File: src/rtl/scb_pkg.sv
// constants for the smbus clock buffer configuration target
package scb_pkg;
   localparam logic [6:0] SCB_TARGET_ADDR      = 7'h6c;
   localparam int         SCB_NUM_BYTES        = 9;
   localparam logic [7:0] SCB_IDX_MODE         = 8'h00;
   localparam logic [7:0] SCB_IDX_OE_LOW       = 8'h01;
   localparam logic [7:0] SCB_IDX_OE_HIGH      = 8'h02;
   localparam logic [7:0] SCB_IDX_RSVD3        = 8'h03;
   localparam logic [7:0] SCB_IDX_RSVD4        = 8'h04;
   localparam logic [7:0] SCB_IDX_REV          = 8'h05;
   localparam logic [7:0] SCB_IDX_DEVID        = 8'h06;
   localparam logic [7:0] SCB_IDX_COUNT        = 8'h07;
   localparam logic [7:0] SCB_IDX_RSVD8        = 8'h08;
   // byte 0 fields
   localparam int         SCB_SW_EN_BIT        = 3;
   localparam logic [7:0] SCB_MODE_RW_MASK     = 8'h0e;
   localparam logic [7:0] SCB_MODE_RST         = 8'h06;
   // byte 1, 2 and 7 writable masks and reset images (reserved bits read as default)
   localparam logic [7:0] SCB_OE_LOW_MASK      = 8'hf6;
   localparam logic [7:0] SCB_OE_LOW_RST       = 8'hff;
   localparam logic [7:0] SCB_OE_HIGH_MASK     = 8'h05;
   localparam logic [7:0] SCB_OE_HIGH_RST      = 8'h0d;
   localparam logic [7:0] SCB_COUNT_MASK       = 8'h1f;
   localparam logic [7:0] SCB_COUNT_RST        = 8'h08;
   localparam logic [7:0] SCB_ZERO             = 8'h00;
   // identity bytes: arbitrary neutral values
   localparam logic [7:0] SCB_REV_ID           = 8'h01;
   localparam logic [7:0] SCB_DEV_ID           = 8'h5a;
   // pll mode encodings (read-back bits 7:6)
   localparam logic [1:0] SCB_MODE_LO_BW       = 2'h0;
   localparam logic [1:0] SCB_MODE_BYPASS      = 2'h1;
   localparam logic [1:0] SCB_MODE_HI_BW       = 2'h3;
endpackage

File: src/rtl/scb_smbus_target.sv
// smbus target with indexed block read/write and configuration byte bank
// Contract
// - index byte acknowledged, becomes first location
// - block write count acknowledged before data
// - ack each write byte; while count remains, store (in-range index only) and advance
// - read returns byte count first
// - then bytes N through N+X-1, per ack
// - host nack plus stop; release data line
// - byte0 bits 7:6 hold strap mode read-only
// - byte0 bit3 override enable, resets zero
// - byte0 bits 2:1 select mode, reset ones
// - override mode applies only after warm reset
// - byte0 bit0 reports frequency strap read-only
// - enable bits force outputs low when zero
// - byte7 count sets read length, default 8
`timescale 1ns/1ns
module scb_smbus_target (
   input  wire logic                core_clk_in,
   input  wire logic                srst_in,
   input  wire logic                warm_rst_in,
   input  wire logic                scl_in,
   input  wire logic                sda_in,
   output logic                     sda_out,
   output logic                     sda_oe_out,
   input  wire logic [1:0]          pll_bandwidth_strap_in,
   input  wire logic                frequency_select_strap_in,
   input  wire logic [7:0]          oe_pin_n_in,
   output logic [1:0]               pll_mode_out,
   output logic                     frequency_select_out,
   output logic [7:0]               differential_clock_output_en_out
);
   import scb_pkg::*;

   typedef enum {ST_IDLE, ST_START, ST_ADDR, ST_ACK,
                 ST_WBYTE, ST_RBYTE, ST_RACK} scb_state_type;

   scb_state_type state_q;
   logic       scl_q, sda_q;
   logic [2:0] bit_cnt_q;
   logic [7:0] shift_q;
   logic [1:0] phase_q;     // 0 index, 1 count, 2 data
   logic       rd_q;        // current transfer is a read
   logic       first_rd_q;  // next read byte is the count
   logic [7:0] idx_q;
   logic [7:0] remain_q;
   logic       ack_drive_q;
   logic [7:0] bank_q [SCB_NUM_BYTES];
   logic [1:0] strap_mode_q;
   logic       strap_freq_q;
   logic [1:0] pll_mode_q;

   wire scl_rise  = scl_in & ~scl_q;
   wire scl_fall  = ~scl_in & scl_q;
   wire start_det = scl_in & scl_q & sda_q & ~sda_in;
   wire stop_det  = scl_in & scl_q & ~sda_q & sda_in;
   wire [7:0] shift_nx = {shift_q[6:0], sda_in};
   wire addr_hit  = (shift_q[7:1] == SCB_TARGET_ADDR);
   wire idx_ok    = (idx_q < 8'(SCB_NUM_BYTES));

   // read image of each byte, reserved fields show their defaults
   wire [7:0] mode_rd = {strap_mode_q, 2'h0, bank_q[0][3:1], strap_freq_q};
   wire [7:0] rd_byte = !idx_ok ? SCB_ZERO :
                        (idx_q == SCB_IDX_MODE)  ? mode_rd :
                        (idx_q == SCB_IDX_REV)   ? SCB_REV_ID :
                        (idx_q == SCB_IDX_DEVID) ? SCB_DEV_ID : bank_q[idx_q[3:0]];

   wire [7:0] wr_mask = (idx_q == SCB_IDX_MODE)    ? SCB_MODE_RW_MASK :
                        (idx_q == SCB_IDX_OE_LOW)  ? SCB_OE_LOW_MASK :
                        (idx_q == SCB_IDX_OE_HIGH) ? SCB_OE_HIGH_MASK :
                        (idx_q == SCB_IDX_COUNT)   ? SCB_COUNT_MASK : SCB_ZERO;

   wire wr_strobe = (state_q == ST_WBYTE) && scl_fall && (bit_cnt_q == 3'h0)
                    && (phase_q == 2'h2) && (remain_q != 8'h0) && idx_ok;

   always_ff @(posedge core_clk_in) begin
      scl_q <= scl_in;
      sda_q <= sda_in;
   end

   // strap capture at reset release, override only on warm reset
   always_ff @(posedge core_clk_in) begin
      if (srst_in) begin
         strap_mode_q <= pll_bandwidth_strap_in;
         strap_freq_q <= frequency_select_strap_in;
         pll_mode_q   <= pll_bandwidth_strap_in;
      end else if (warm_rst_in) begin
         pll_mode_q <= bank_q[0][SCB_SW_EN_BIT] ? bank_q[0][2:1] : strap_mode_q;
      end
   end

   genvar g;
   generate
      for (g = 0; g < SCB_NUM_BYTES; g++) begin : g_bank
         localparam logic [7:0] RST = (g == 0) ? SCB_MODE_RST :
                                      (g == 1) ? SCB_OE_LOW_RST :
                                      (g == 2) ? SCB_OE_HIGH_RST :
                                      (g == 7) ? SCB_COUNT_RST : SCB_ZERO;
         always_ff @(posedge core_clk_in) begin
            if (srst_in) begin
               bank_q[g] <= RST;
            end else if (wr_strobe && idx_q == 8'(g)) begin
               bank_q[g] <= (bank_q[g] & ~wr_mask) | (shift_q & wr_mask);
            end
         end
      end
   endgenerate

   always_ff @(posedge core_clk_in) begin
      if (srst_in) begin
         state_q     <= ST_IDLE;
         bit_cnt_q   <= 3'h0;
         shift_q     <= 8'h0;
         phase_q     <= 2'h0;
         rd_q        <= 1'b0;
         first_rd_q  <= 1'b0;
         idx_q       <= 8'h0;
         remain_q    <= 8'h0;
         ack_drive_q <= 1'b0;
      end else if (start_det) begin
         // repeated start keeps the index written before it
         state_q     <= ST_START;
         bit_cnt_q   <= 3'h0;
         ack_drive_q <= 1'b0;
      end else if (stop_det) begin
         state_q     <= ST_IDLE;
         ack_drive_q <= 1'b0;
      end else begin
         case (state_q)
            ST_IDLE: begin
               ack_drive_q <= 1'b0;
            end
            // the clock fall closing a start is no byte end
            ST_START: begin
               if (scl_fall) begin
                  state_q <= ST_ADDR;
               end
            end
            ST_ADDR, ST_WBYTE: begin
               if (scl_rise) begin
                  shift_q   <= shift_nx;
                  bit_cnt_q <= bit_cnt_q + 3'h1;
               end else if (scl_fall && bit_cnt_q == 3'h0) begin
                  if (state_q == ST_ADDR) begin
                     if (addr_hit) begin
                        ack_drive_q <= 1'b1;
                        rd_q        <= shift_q[0];
                        first_rd_q  <= 1'b1;
                        if (!shift_q[0]) begin
                           phase_q <= 2'h0;
                        end
                        state_q <= ST_ACK;
                     end else begin
                        state_q <= ST_IDLE;
                     end
                  end else begin
                     ack_drive_q <= 1'b1;
                     state_q     <= ST_ACK;
                     case (phase_q)
                        2'h0: begin
                           idx_q   <= shift_q;
                           phase_q <= 2'h1;
                        end
                        2'h1: begin
                           remain_q <= shift_q;
                           phase_q  <= 2'h2;
                        end
                        default: begin
                           if (remain_q != 8'h0) begin
                              remain_q <= remain_q - 8'h1;
                              idx_q    <= idx_q + 8'h1;
                           end
                        end
                     endcase
                  end
               end
            end
            ST_ACK: begin
               if (scl_fall) begin
                  ack_drive_q <= 1'b0;
                  bit_cnt_q   <= 3'h0;
                  if (rd_q) begin
                     shift_q    <= first_rd_q ? bank_q[7] & SCB_COUNT_MASK : rd_byte;
                     first_rd_q <= 1'b0;
                     if (!first_rd_q) begin
                        idx_q <= idx_q + 8'h1;
                     end
                     state_q <= ST_RBYTE;
                  end else begin
                     state_q <= ST_WBYTE;
                  end
               end
            end
            ST_RBYTE: begin
               if (scl_fall) begin
                  shift_q   <= {shift_q[6:0], 1'b0};
                  bit_cnt_q <= bit_cnt_q + 3'h1;
                  if (bit_cnt_q == 3'h7) begin
                     state_q <= ST_RACK;
                  end
               end
            end
            ST_RACK: begin
               if (scl_rise) begin
                  // host nack ends the read and frees the line
                  state_q <= sda_in ? ST_IDLE : ST_ACK;
               end
            end
            default: begin
               state_q <= ST_IDLE;
            end
         endcase
      end
   end

   // drive low only; a high bit releases the open-drain line
   assign sda_out    = 1'b0;
   assign sda_oe_out = ack_drive_q | ((state_q == ST_RBYTE) & ~shift_q[7]);

   assign pll_mode_out         = pll_mode_q;
   assign frequency_select_out = strap_freq_q;
   wire [7:0] reg_en = {bank_q[2][2], bank_q[2][0], bank_q[1][7:4], bank_q[1][2:1]};
   assign differential_clock_output_en_out = reg_en & ~oe_pin_n_in;
endmodule
File: config.mk
export PLATFORM = sky130hd
export DESIGN_NAME = scb_smbus_target
export DESIGN_NICKNAME = d
export VERILOG_FILES = /design/src/rtl/scb_pkg.sv /design/src/rtl/scb_smbus_target.sv
export SDC_FILE = /design/constraint.sdc
export NUM_CORES = 1
export LEC_CHECK = 0
export BUFFER_PORTS_ARGS = -buffer_cell sky130_fd_sc_hd__buf_2
export CORE_MARGIN = 4
export CORE_UTILIZATION = 47
export CTS_BUF_LIST = sky130_fd_sc_hd__clkbuf_8
export DETAILED_ROUTE_END_ITERATION = 8
export GPL_TIMING_DRIVEN = 0
export PLACE_DENSITY = 0.68
export REMOVE_ABC_BUFFERS = 1
export SETUP_SLACK_MARGIN = 0.3
export SKIP_CTS_REPAIR_TIMING = 1
export SLEW_MARGIN = 20
export SYNTH_ARGS = -nofsm -noshare
export SYNTH_HDL_FRONTEND = slang
export SYNTH_SLANG_ARGS = --single-unit
File: constraint.sdc
create_clock -name core_clk_in -period 3.7 [get_ports core_clk_in]
set_clock_uncertainty 0.1 [all_clocks]
set_input_delay 0.185 -clock core_clk_in [delete_from_list [all_inputs] [get_ports core_clk_in]]
set_output_delay 0.185 -clock core_clk_in [all_outputs]
set_load 0.01 [all_outputs]
== Word level (Yosys, flattened, before mapping) ==
Memories as Yosys holds them, arrays and structs flattened. A register that Yosys moved wholly into a read port is not among the register bits.
Index checks and enable logic that the tools add are counted.
Word-level totals
  latch bits: 0
  output and inout bits: 13
  ROM bits: 0
  memories: 1
  input bits: 16
  register bits: 71
  bits in writable memories: 72
Memories
  bank_q: depth 9, width 8, rd ports 10, clocked after Yosys merged registers in 1, wr ports 9, RTL line scb_smbus_target.sv:47  | logic [7:0] bank_q [SCB_NUM_BYTES];
Operators by class
  add/sub/neg operators: 3
  bitwise gates (word level): 51
  multiply operators: 0
  equal/unequal tests: 47
  divide/modulo/power cells: 0
  $lt $le $gt $ge: 1
  reductions and logical operators: 39
  mux-type cells: 102
  shift operators: 0
Operators with widths (count)
  two-way mux 32 bit: 8
  two-way mux 8 bit: 28
  one-hot mux 32 bit (6 select lines): 1
  equality test 32 x 3 -> 1 bit (second input constant): 4
  AND 8 bit: 11
  OR 8 bit: 9
  equality test 32 x 2 -> 1 bit (second input constant): 2
  equality test 32 x 4 -> 1 bit (second input constant): 2
  one-hot mux 8 bit (2 select lines): 3
  two-way mux 1 bit: 42
  equality test 32 x 1 -> 1 bit (second input constant): 1
  equality test 8 x 3 -> 1 bit (second input constant): 4
  zero test 32 bit: 1
  inequality test 2 bit (second input constant): 16
  AND reduction 8 bit: 4
  inequality test 4 bit (second input constant): 7
  one-hot mux 8 bit (3 select lines): 1
  equality test 8 x 2 -> 1 bit (second input constant): 2
  two-way mux 2 bit: 8
  NOT 8 bit: 2
  logical AND 1 bit: 15
  AND reduction 7 bit: 2
  NOT 1 bit: 11
  AND reduction 11 bit: 1
  30 further kinds: 58

== Logic depth before layout (Yosys ltp) ==
Gate-level depths: netlist of the first run.
  word-level depth: 12
  mapped depth: 9

== Worst setup path before layout of the first run ==
Ideal clock, no wire load.
  path type: register to register
  start: reg idx_q[4]
  end: mem bank_q[6][0], enable pin
  path buffers: 1
  stages on the path, launching flop included: 6
  setup slack: 1.059 ns
  arrival time: 2.167 ns
  period minus slack after synthesis: 2.641 ns
  cells stage by stage: dfxtp_1 -> or4_1 -> clkbuf_1 -> a21o_1 -> or4_4 -> o21bai_1
RTL lines
  start, declared: RTL line scb_smbus_target.sv:44  | logic [7:0] idx_q;
  start signal, assigned: RTL line scb_smbus_target.sv:160  | idx_q <= shift_q;
  start signal, assigned: RTL line scb_smbus_target.sv:170  | idx_q <= idx_q + 8'h1;
  start signal, assigned: RTL line scb_smbus_target.sv:185  | idx_q <= idx_q + 8'h1;
  end, declared: RTL line scb_smbus_target.sv:47

==> results of run 1 <==
-- critical path, stage by stage (launching register included) --
cell      delay, ps
dfxtp_1         630
nor2b_1         500
nand3_1         360
or4_4           570
o21bai_1        670
-- cell families after synthesis --
family | share of synthesized area
compound gates | 0.170
xor+xnor | 0.00259
fa+ha+maj | 0.0185
buf+inv | 0.0358
flops | 0.464
mux | 0.0661
other cells | 0.000555
simple gates | 0.242
-- worst max-delay path by stage --
stage / start / to / slack [ps] / cells after the start
6_report: state_q[2] / bank_q[4][1] / 490 / 4
5_1_grt: state_q[2] / bank_q[5][0] / 350 / 4
4_1_cts: scl_q / bank_q[2][0] / 220 / 5
3_5_place_dp: scl_q / bank_q[2][0] / 230 / 5
3_3_place_gp: scl_q / bank_q[2][0] / 280 / 5
2_1_floorplan: scl_q / bank_q[2][0] / 910 / 5
-- cells in the mapped netlist (all sizes together) (12+ instances only) --
| cell | count |
|---|---|
| a21oi | 88 |
| and3 | 14 |
| clkbuf | 36 |
| dfxtp | 41 |
| edfxtp | 77 |
| inv | 16 |
| mux2i | 12 |
| mux4 | 14 |
| nand2 | 86 |
| nand2b | 27 |
| nand3 | 31 |
| nand3b | 16 |
| nand4 | 13 |
| nor2 | 34 |
| nor2b | 18 |
| nor3 | 13 |
| o21ai | 29 |
-- metrics by stage --
| step | area, µm² | setup slack, ps | instances | power [W] | hold slack [ps] |
|---|---|---|---|---|---|
| after floorplan | 6580 | 909 | 655 | 0.00153 | 113 |
| after global placement | 6940 | 280 | 862 | 0.00158 | 264 |
| after detailed placement | 6940 | 231 | 862 | 0.00159 | 264 |
| after CTS | 7330 | 224 | 894 | 0.00275 | -207 |
| after global routing | 7430 | 348 | 904 | 0.00284 | 356 |
| final | 7430 | 492 | 904 | 0.00275 | 302 |
-- per-layer routing --
layer | share of wire | vias up
met3 | 0.088 | 51
li1 | - | 2643
met2 | 0.45 | 270
met5 | 0 | -
met1 | 0.44 | 2820
met4 | 0.027 | 0
-- cells in the final DEF (no fill, tap or decap), types with 4 or more instances in the layout --
master         count
a21oi_1           87
nand2_1           86
edfxtp_1          77
dfxtp_1           41
nor2_1            34
nand3_1           28
o21ai_0           27
nand2b_1          27
buf_2             27
nor2b_1           17
clkbuf_8          17
inv_1             16
nand3b_1          16
and3_1            14
mux4_2            14
mux2i_1           12
nand4_1           12
nor3_1            10
a211oi_1          10
ha_1              10
inv_6              9
a31oi_1            7
or2_2              6
dlygate4sd3_1      6
a31o_2             5
nand4b_1           5
or3_1              5
a21o_1             4
and2_1             4
nor4_1             4
nor3b_1            4
o221ai_1           4
buf_4              4
-- where the power goes --
part	total (W)	leakage [nW]	internal, W	switching [W]
clock	0.00118	0.194	0.000558	0.000626
sequential	0.00145	1.07	0.00143	0.0000226
combinational	0.000115	1.25	0.0000459	0.0000688
-- area by class of cell --
cell class | count | area, µm² | area share
multi-input combinational | 519 | 3390 | 0.456
clock buffer | 17 | 234 | 0.0315
inverter | 18 | 67.6 | 0.00909
timing repair buffer | 37 | 225 | 0.0303
clock inverter | 15 | 155 | 0.0209
sequential | 118 | 3130 | 0.421
tap | 180 | 225 | 0.0303
-- registers in the layout, indices dropped and copies added, names as in the netlist, named ones only --
register and count:
ack_drive_q 1, bank_q 72, bit_cnt_q 3, first_rd_q 1, frequency_select_out 1, idx_q 8, phase_q 2, pll_mode_out 2
rd_q 1, remain_q 8, scl_q 1, sda_q 1, shift_q 8, state_q 3, strap_mode_q 2
==> results by group, run 1 <==
Outcome
  – Status: finished, final reports clean

GRT
  – Global-route usage over all layers: 0.234
  – First-pass GRT wire length: 29,500 µm
  – M2 GR Usage: 0.341
  – Largest net degree at the start of global routing: 54
  – Total global routing overflow: 0
  – M3 GR Usage: 0.0650
  – Met1 usage: 0.337
  – Vias in the first global route: 5,291
  – Initial antenna violation count: 0
  – Busiest layer in global routing: met2

Floorplanning
  – FP Rows: 43
  – I/O pins: 29
  – Core footprint: 0.0140 mm²
  – Die area: 0.0163 mm²
  – Die width: 128 µm
  – DIE HEIGHT: 128 µm
  – Initial core utilization: 0.483

Power
  – Lkg Pwr: 2.51 nW
  – Max VDD drop: 0.000215 V
  – Cell Pwr Density: 370 mW/mm²

Timing
  – TNS Setup: 0 ps
  – Post-layout min period: 3210 ps
  – Final period util: 0.867
  – Final Setup Violations: 0
  – Final slew viol count: 0
  – Rel. slew slack: 0.313
  – RSZ-0062 raised after global routing: no
  – Worst Tran Pin Value: 1030 ps
  – Fmax achieved: 0.312 GHz
  – Fin. Hold Viols: 0

Synth
  – Async set-reset flop share out of synthesis: 0
  – Sequential share of the synthesized area: 0.464
  – Largest cells by area after synthesis: edfxtp_1, dfxtp_1, a21oi_1
  – Synth top area share: 0.342
  – Yosys cell types: 76
  – Ys Warns: 0
  – Post-synth EDFFs: 77
  – Largest area contributor in the netlist: edfxtp_1
  – Synth Instances: 698
  – Ys flop type: edfxtp_1
  – Avg Cell Area, Syn: 9.67 µm²
  – Seq cells post-synth: 118
  – Synth Cell Area: 0.00675 mm²

Min path
  – Worst Hold Class: in -> reg
  – Hold Path Depth: 2
  – Hold EP: rd_q
  – Hold path startpoint: srst_in

Detailed routing
  – Total wire length: 18,900 µm
  – Detailed-route via count: 5,784
  – Post-route ant nets: 0
  – Vias/cell: 6.40
  – Initial DRC Count: 895
  – Drt first pass iters: 6
  – Drt wl/cell: 20.9 µm
  – DRC: 0

Setup path
  – Req. time, crit path: 3690 ps
  – CP Capture Type: flop
  – CP Launch Type: flop
  – R2R Path End: bank_q[4][1]
  – Crit path DAT: 3200 ps
  – Worst setup path class: reg -> reg
  – Worst flop-to-flop path startpoint: state_q[2]
  – Flop-to-flop setup slack: 490 ps
  – Critical path peak fanout: 16
  – Reg2reg path depth: 4

Cells and area
  – Number of diodes: 0
  – Layout cells sized above 1: 0.151
  – Util after Layout: 0.531
  – Nets: 737
  – Area growth from synthesis to layout: 10.1%
  – Number of fill cells in the layout: 1,252

Place
  – Routability cong.: 0.965
  – Count of input and output buffers: 27
  – DP HPWL: 12,800 µm

Clock tree
  – CTS Buffer Depth: 2
  – Clk root buf: clkbuf_8
  – CTS tree: built
  – Cts bufs inserted: 17
  – Clk sinks: 118
  – Worst-path clk slew: 90 ps
  – Worst skew pair latency: 460 ps
  – Htree depth: 4

Flow run
  – MaxCap Viol Count: 0
Note: power is estimated with default switching activity, not from simulation.
==> inputs of run 2 (changes only) <==
--- a/config.mk
+++ b/config.mk
@@ -7,3 +7,2 @@
 export LEC_CHECK = 0
-export BUFFER_PORTS_ARGS = -buffer_cell sky130_fd_sc_hd__buf_2
 export CORE_MARGIN = 4
@@ -12,4 +11,5 @@
 export DETAILED_ROUTE_END_ITERATION = 8
+export DONT_BUFFER_PORTS = 1
 export GPL_TIMING_DRIVEN = 0
-export PLACE_DENSITY = 0.68
+export PLACE_DENSITY = 0.66
 export REMOVE_ABC_BUFFERS = 1
==> constraint.sdc (replaced) <==
create_clock -name core_clk_in -period 3.7 [get_ports core_clk_in]
set_clock_uncertainty 0.1 [all_clocks]
set_input_delay 0.555 -clock core_clk_in [delete_from_list [all_inputs] [get_ports core_clk_in]]
set_output_delay 0.555 -clock core_clk_in [all_outputs]
set_load 0.01 [all_outputs]
==> results by group, run 2 (synthesis results as in run 1) <==
Setup path
  – Worst flop-to-flop path startpoint: state_q[2]
  – Crit. Startpoint: state_q[2]
  – Slowest stage cell, crit path: o21bai_1
  – Reg2reg path depth: 4
  – WP buf/inv: 0
  – Worst path top cell family by delay: simple AND/OR/NAND/NOR gates
  – Critical path peak fanout: 16
  – Req. time, crit path: 3680 ps
  – Flop-to-flop setup slack: 310 ps
  – CP Launch Type: flop
  – Crit path DAT: 3370 ps
  – CP Capture Type: flop
  – Largest stage delay, worst path: 840 ps
  – Worst setup path class: reg -> reg
  – Crit-path cells: nor2b_1 > nand3_1 > or4_4 > o21bai_1
  – R2R Path End: bank_q[1][5]

Floorplanning
  – DIE HEIGHT: 128 µm
  – Die area: 0.0163 mm²
  – I/O pins: 29
  – Initial core utilization: 0.483
  – Core footprint: 0.0140 mm²
  – FP Rows: 43
  – Die width: 128 µm

GRT
  – Global-route usage over all layers: 0.242
  – First-pass GRT wire length: 30,300 µm
  – M2 GR Usage: 0.365
  – Total global routing overflow: 0
  – Vias in the first global route: 5,351
  – Met1 usage: 0.334
  – Busiest layer in global routing: met2
  – M3 GR Usage: 0.0738
  – Largest net degree at the start of global routing: 54
  – Initial antenna violation count: 1

Detailed routing
  – Detailed-route via count: 5,650
  – Total wire length: 19,400 µm
  – Drt first pass iters: 5
  – Post-route ant nets: 0
  – Vias/cell: 6.47
  – Initial DRC Count: 758
  – Drt wl/cell: 22.2 µm
  – DRC: 0

Timing
  – RSZ-0062 raised after global routing: yes
  – TNS Setup: 0 ps
  – Final slew viol count: 0
  – Final Setup Violations: 0
  – Fin. Hold Viols: 0
  – Post-layout min period: 3390 ps
  – Final period util: 0.918
  – Worst Tran Pin Value: 1030 ps
  – Rel. slew slack: 0.312
  – Fmax achieved: 0.295 GHz

Min path
  – Worst Hold Class: in -> reg
  – Hold Path Depth: 1
  – Hold path startpoint: srst_in
  – Hold EP: remain_q[7]

Cells and area
  – Largest register by flop count: bank_q
  – Most common cell after layout, fill and taps aside: a21oi_1
  – Max FFs per register: 72
  – Post-Layout Cell Count: 873
  – Area growth from synthesis to layout: 8.12%
  – Number of diodes: 0
  – Most frequent cells in the layout: a21oi_1, nand2_1, edfxtp_1
  – Nets: 707
  – Layout cells sized above 1: 0.115

Place
  – Count of input and output buffers: 0
  – Routability cong.: 0.907
  – Placed Cells: 836
  – DP HPWL: 13,300 µm

Clock tree
  – Cts bufs inserted: 17
  – Worst skew pair latency: 460 ps
  – CTS tree: built
  – Clk sinks: 118
  – CTS Buffer Depth: 2
  – Htree depth: 4
  – Clk root buf: clkbuf_8
  – Worst-path clk slew: 80 ps

Power
  – Lkg Pwr: 2.40 nW
  – Cell Pwr Density: 385 mW/mm²
  – Max VDD drop: 0.000221 V

Outcome
  – Status: finished, final reports clean

Flow run
  – MaxCap Viol Count: 0
run 2: metrics by stage:
stage          setup slack, ps  area [µm²]  utilization  total power [W]  hold WS, ps
4_1_cts                   31.0        7240        0.517          0.00282         4.73
3_3_place_gp               119        6800        0.486          0.00156          356
6_report                   305        7300        0.522          0.00281         62.3
2_1_floorplan              821        6580            -          0.00153          339
3_5_place_dp              64.7        6820        0.487          0.00156          364
5_1_grt                    215        7300        0.522          0.00289         31.4
run 2: final cells by class:
cell class                      count  area [µm²]
Sequential cell                   118        3130
Timing Repair Buffer                7        61.3
Multi-Input combinational cell    519        3390
Inverter                           18        67.6
Clock buffer                       17         234
Fill cell                        1274        6690
Tap cell                          180         225
Clock inverter                     14         185
run 2: worst max path at each step:
stage                   end  slack (ps)  depth (start not counted)
2_1_floorplan  bank_q[2][0]         820                          5
3_3_place_gp   bank_q[2][0]         120                          5
3_5_place_dp   bank_q[2][0]          60                          5
4_1_cts        bank_q[2][3]          30                          5
5_1_grt        bank_q[1][5]         220                          4
6_report       bank_q[1][5]         310                          4
run 2: layer usage:
metal	vias to the layer above	share of wire	routed length, µm
li1	2576	-	-
met1	2778	0.44	8430
met2	255	0.45	8790
met3	39	0.088	1710
met4	2	0.022	422
met5	-	0.00036	7
run 2: power by group:
part | total (W) | leakage, nW | switching, W | internal [W]
registers | 0.00145 | 1.07 | 0.0000249 | 0.00143
clock network | 0.00127 | 0.199 | 0.000548 | 0.000722
logic | 0.0000847 | 1.13 | 0.0000518 | 0.0000328
total | 0.00281 | 2.40 | 0.000625 | 0.00218
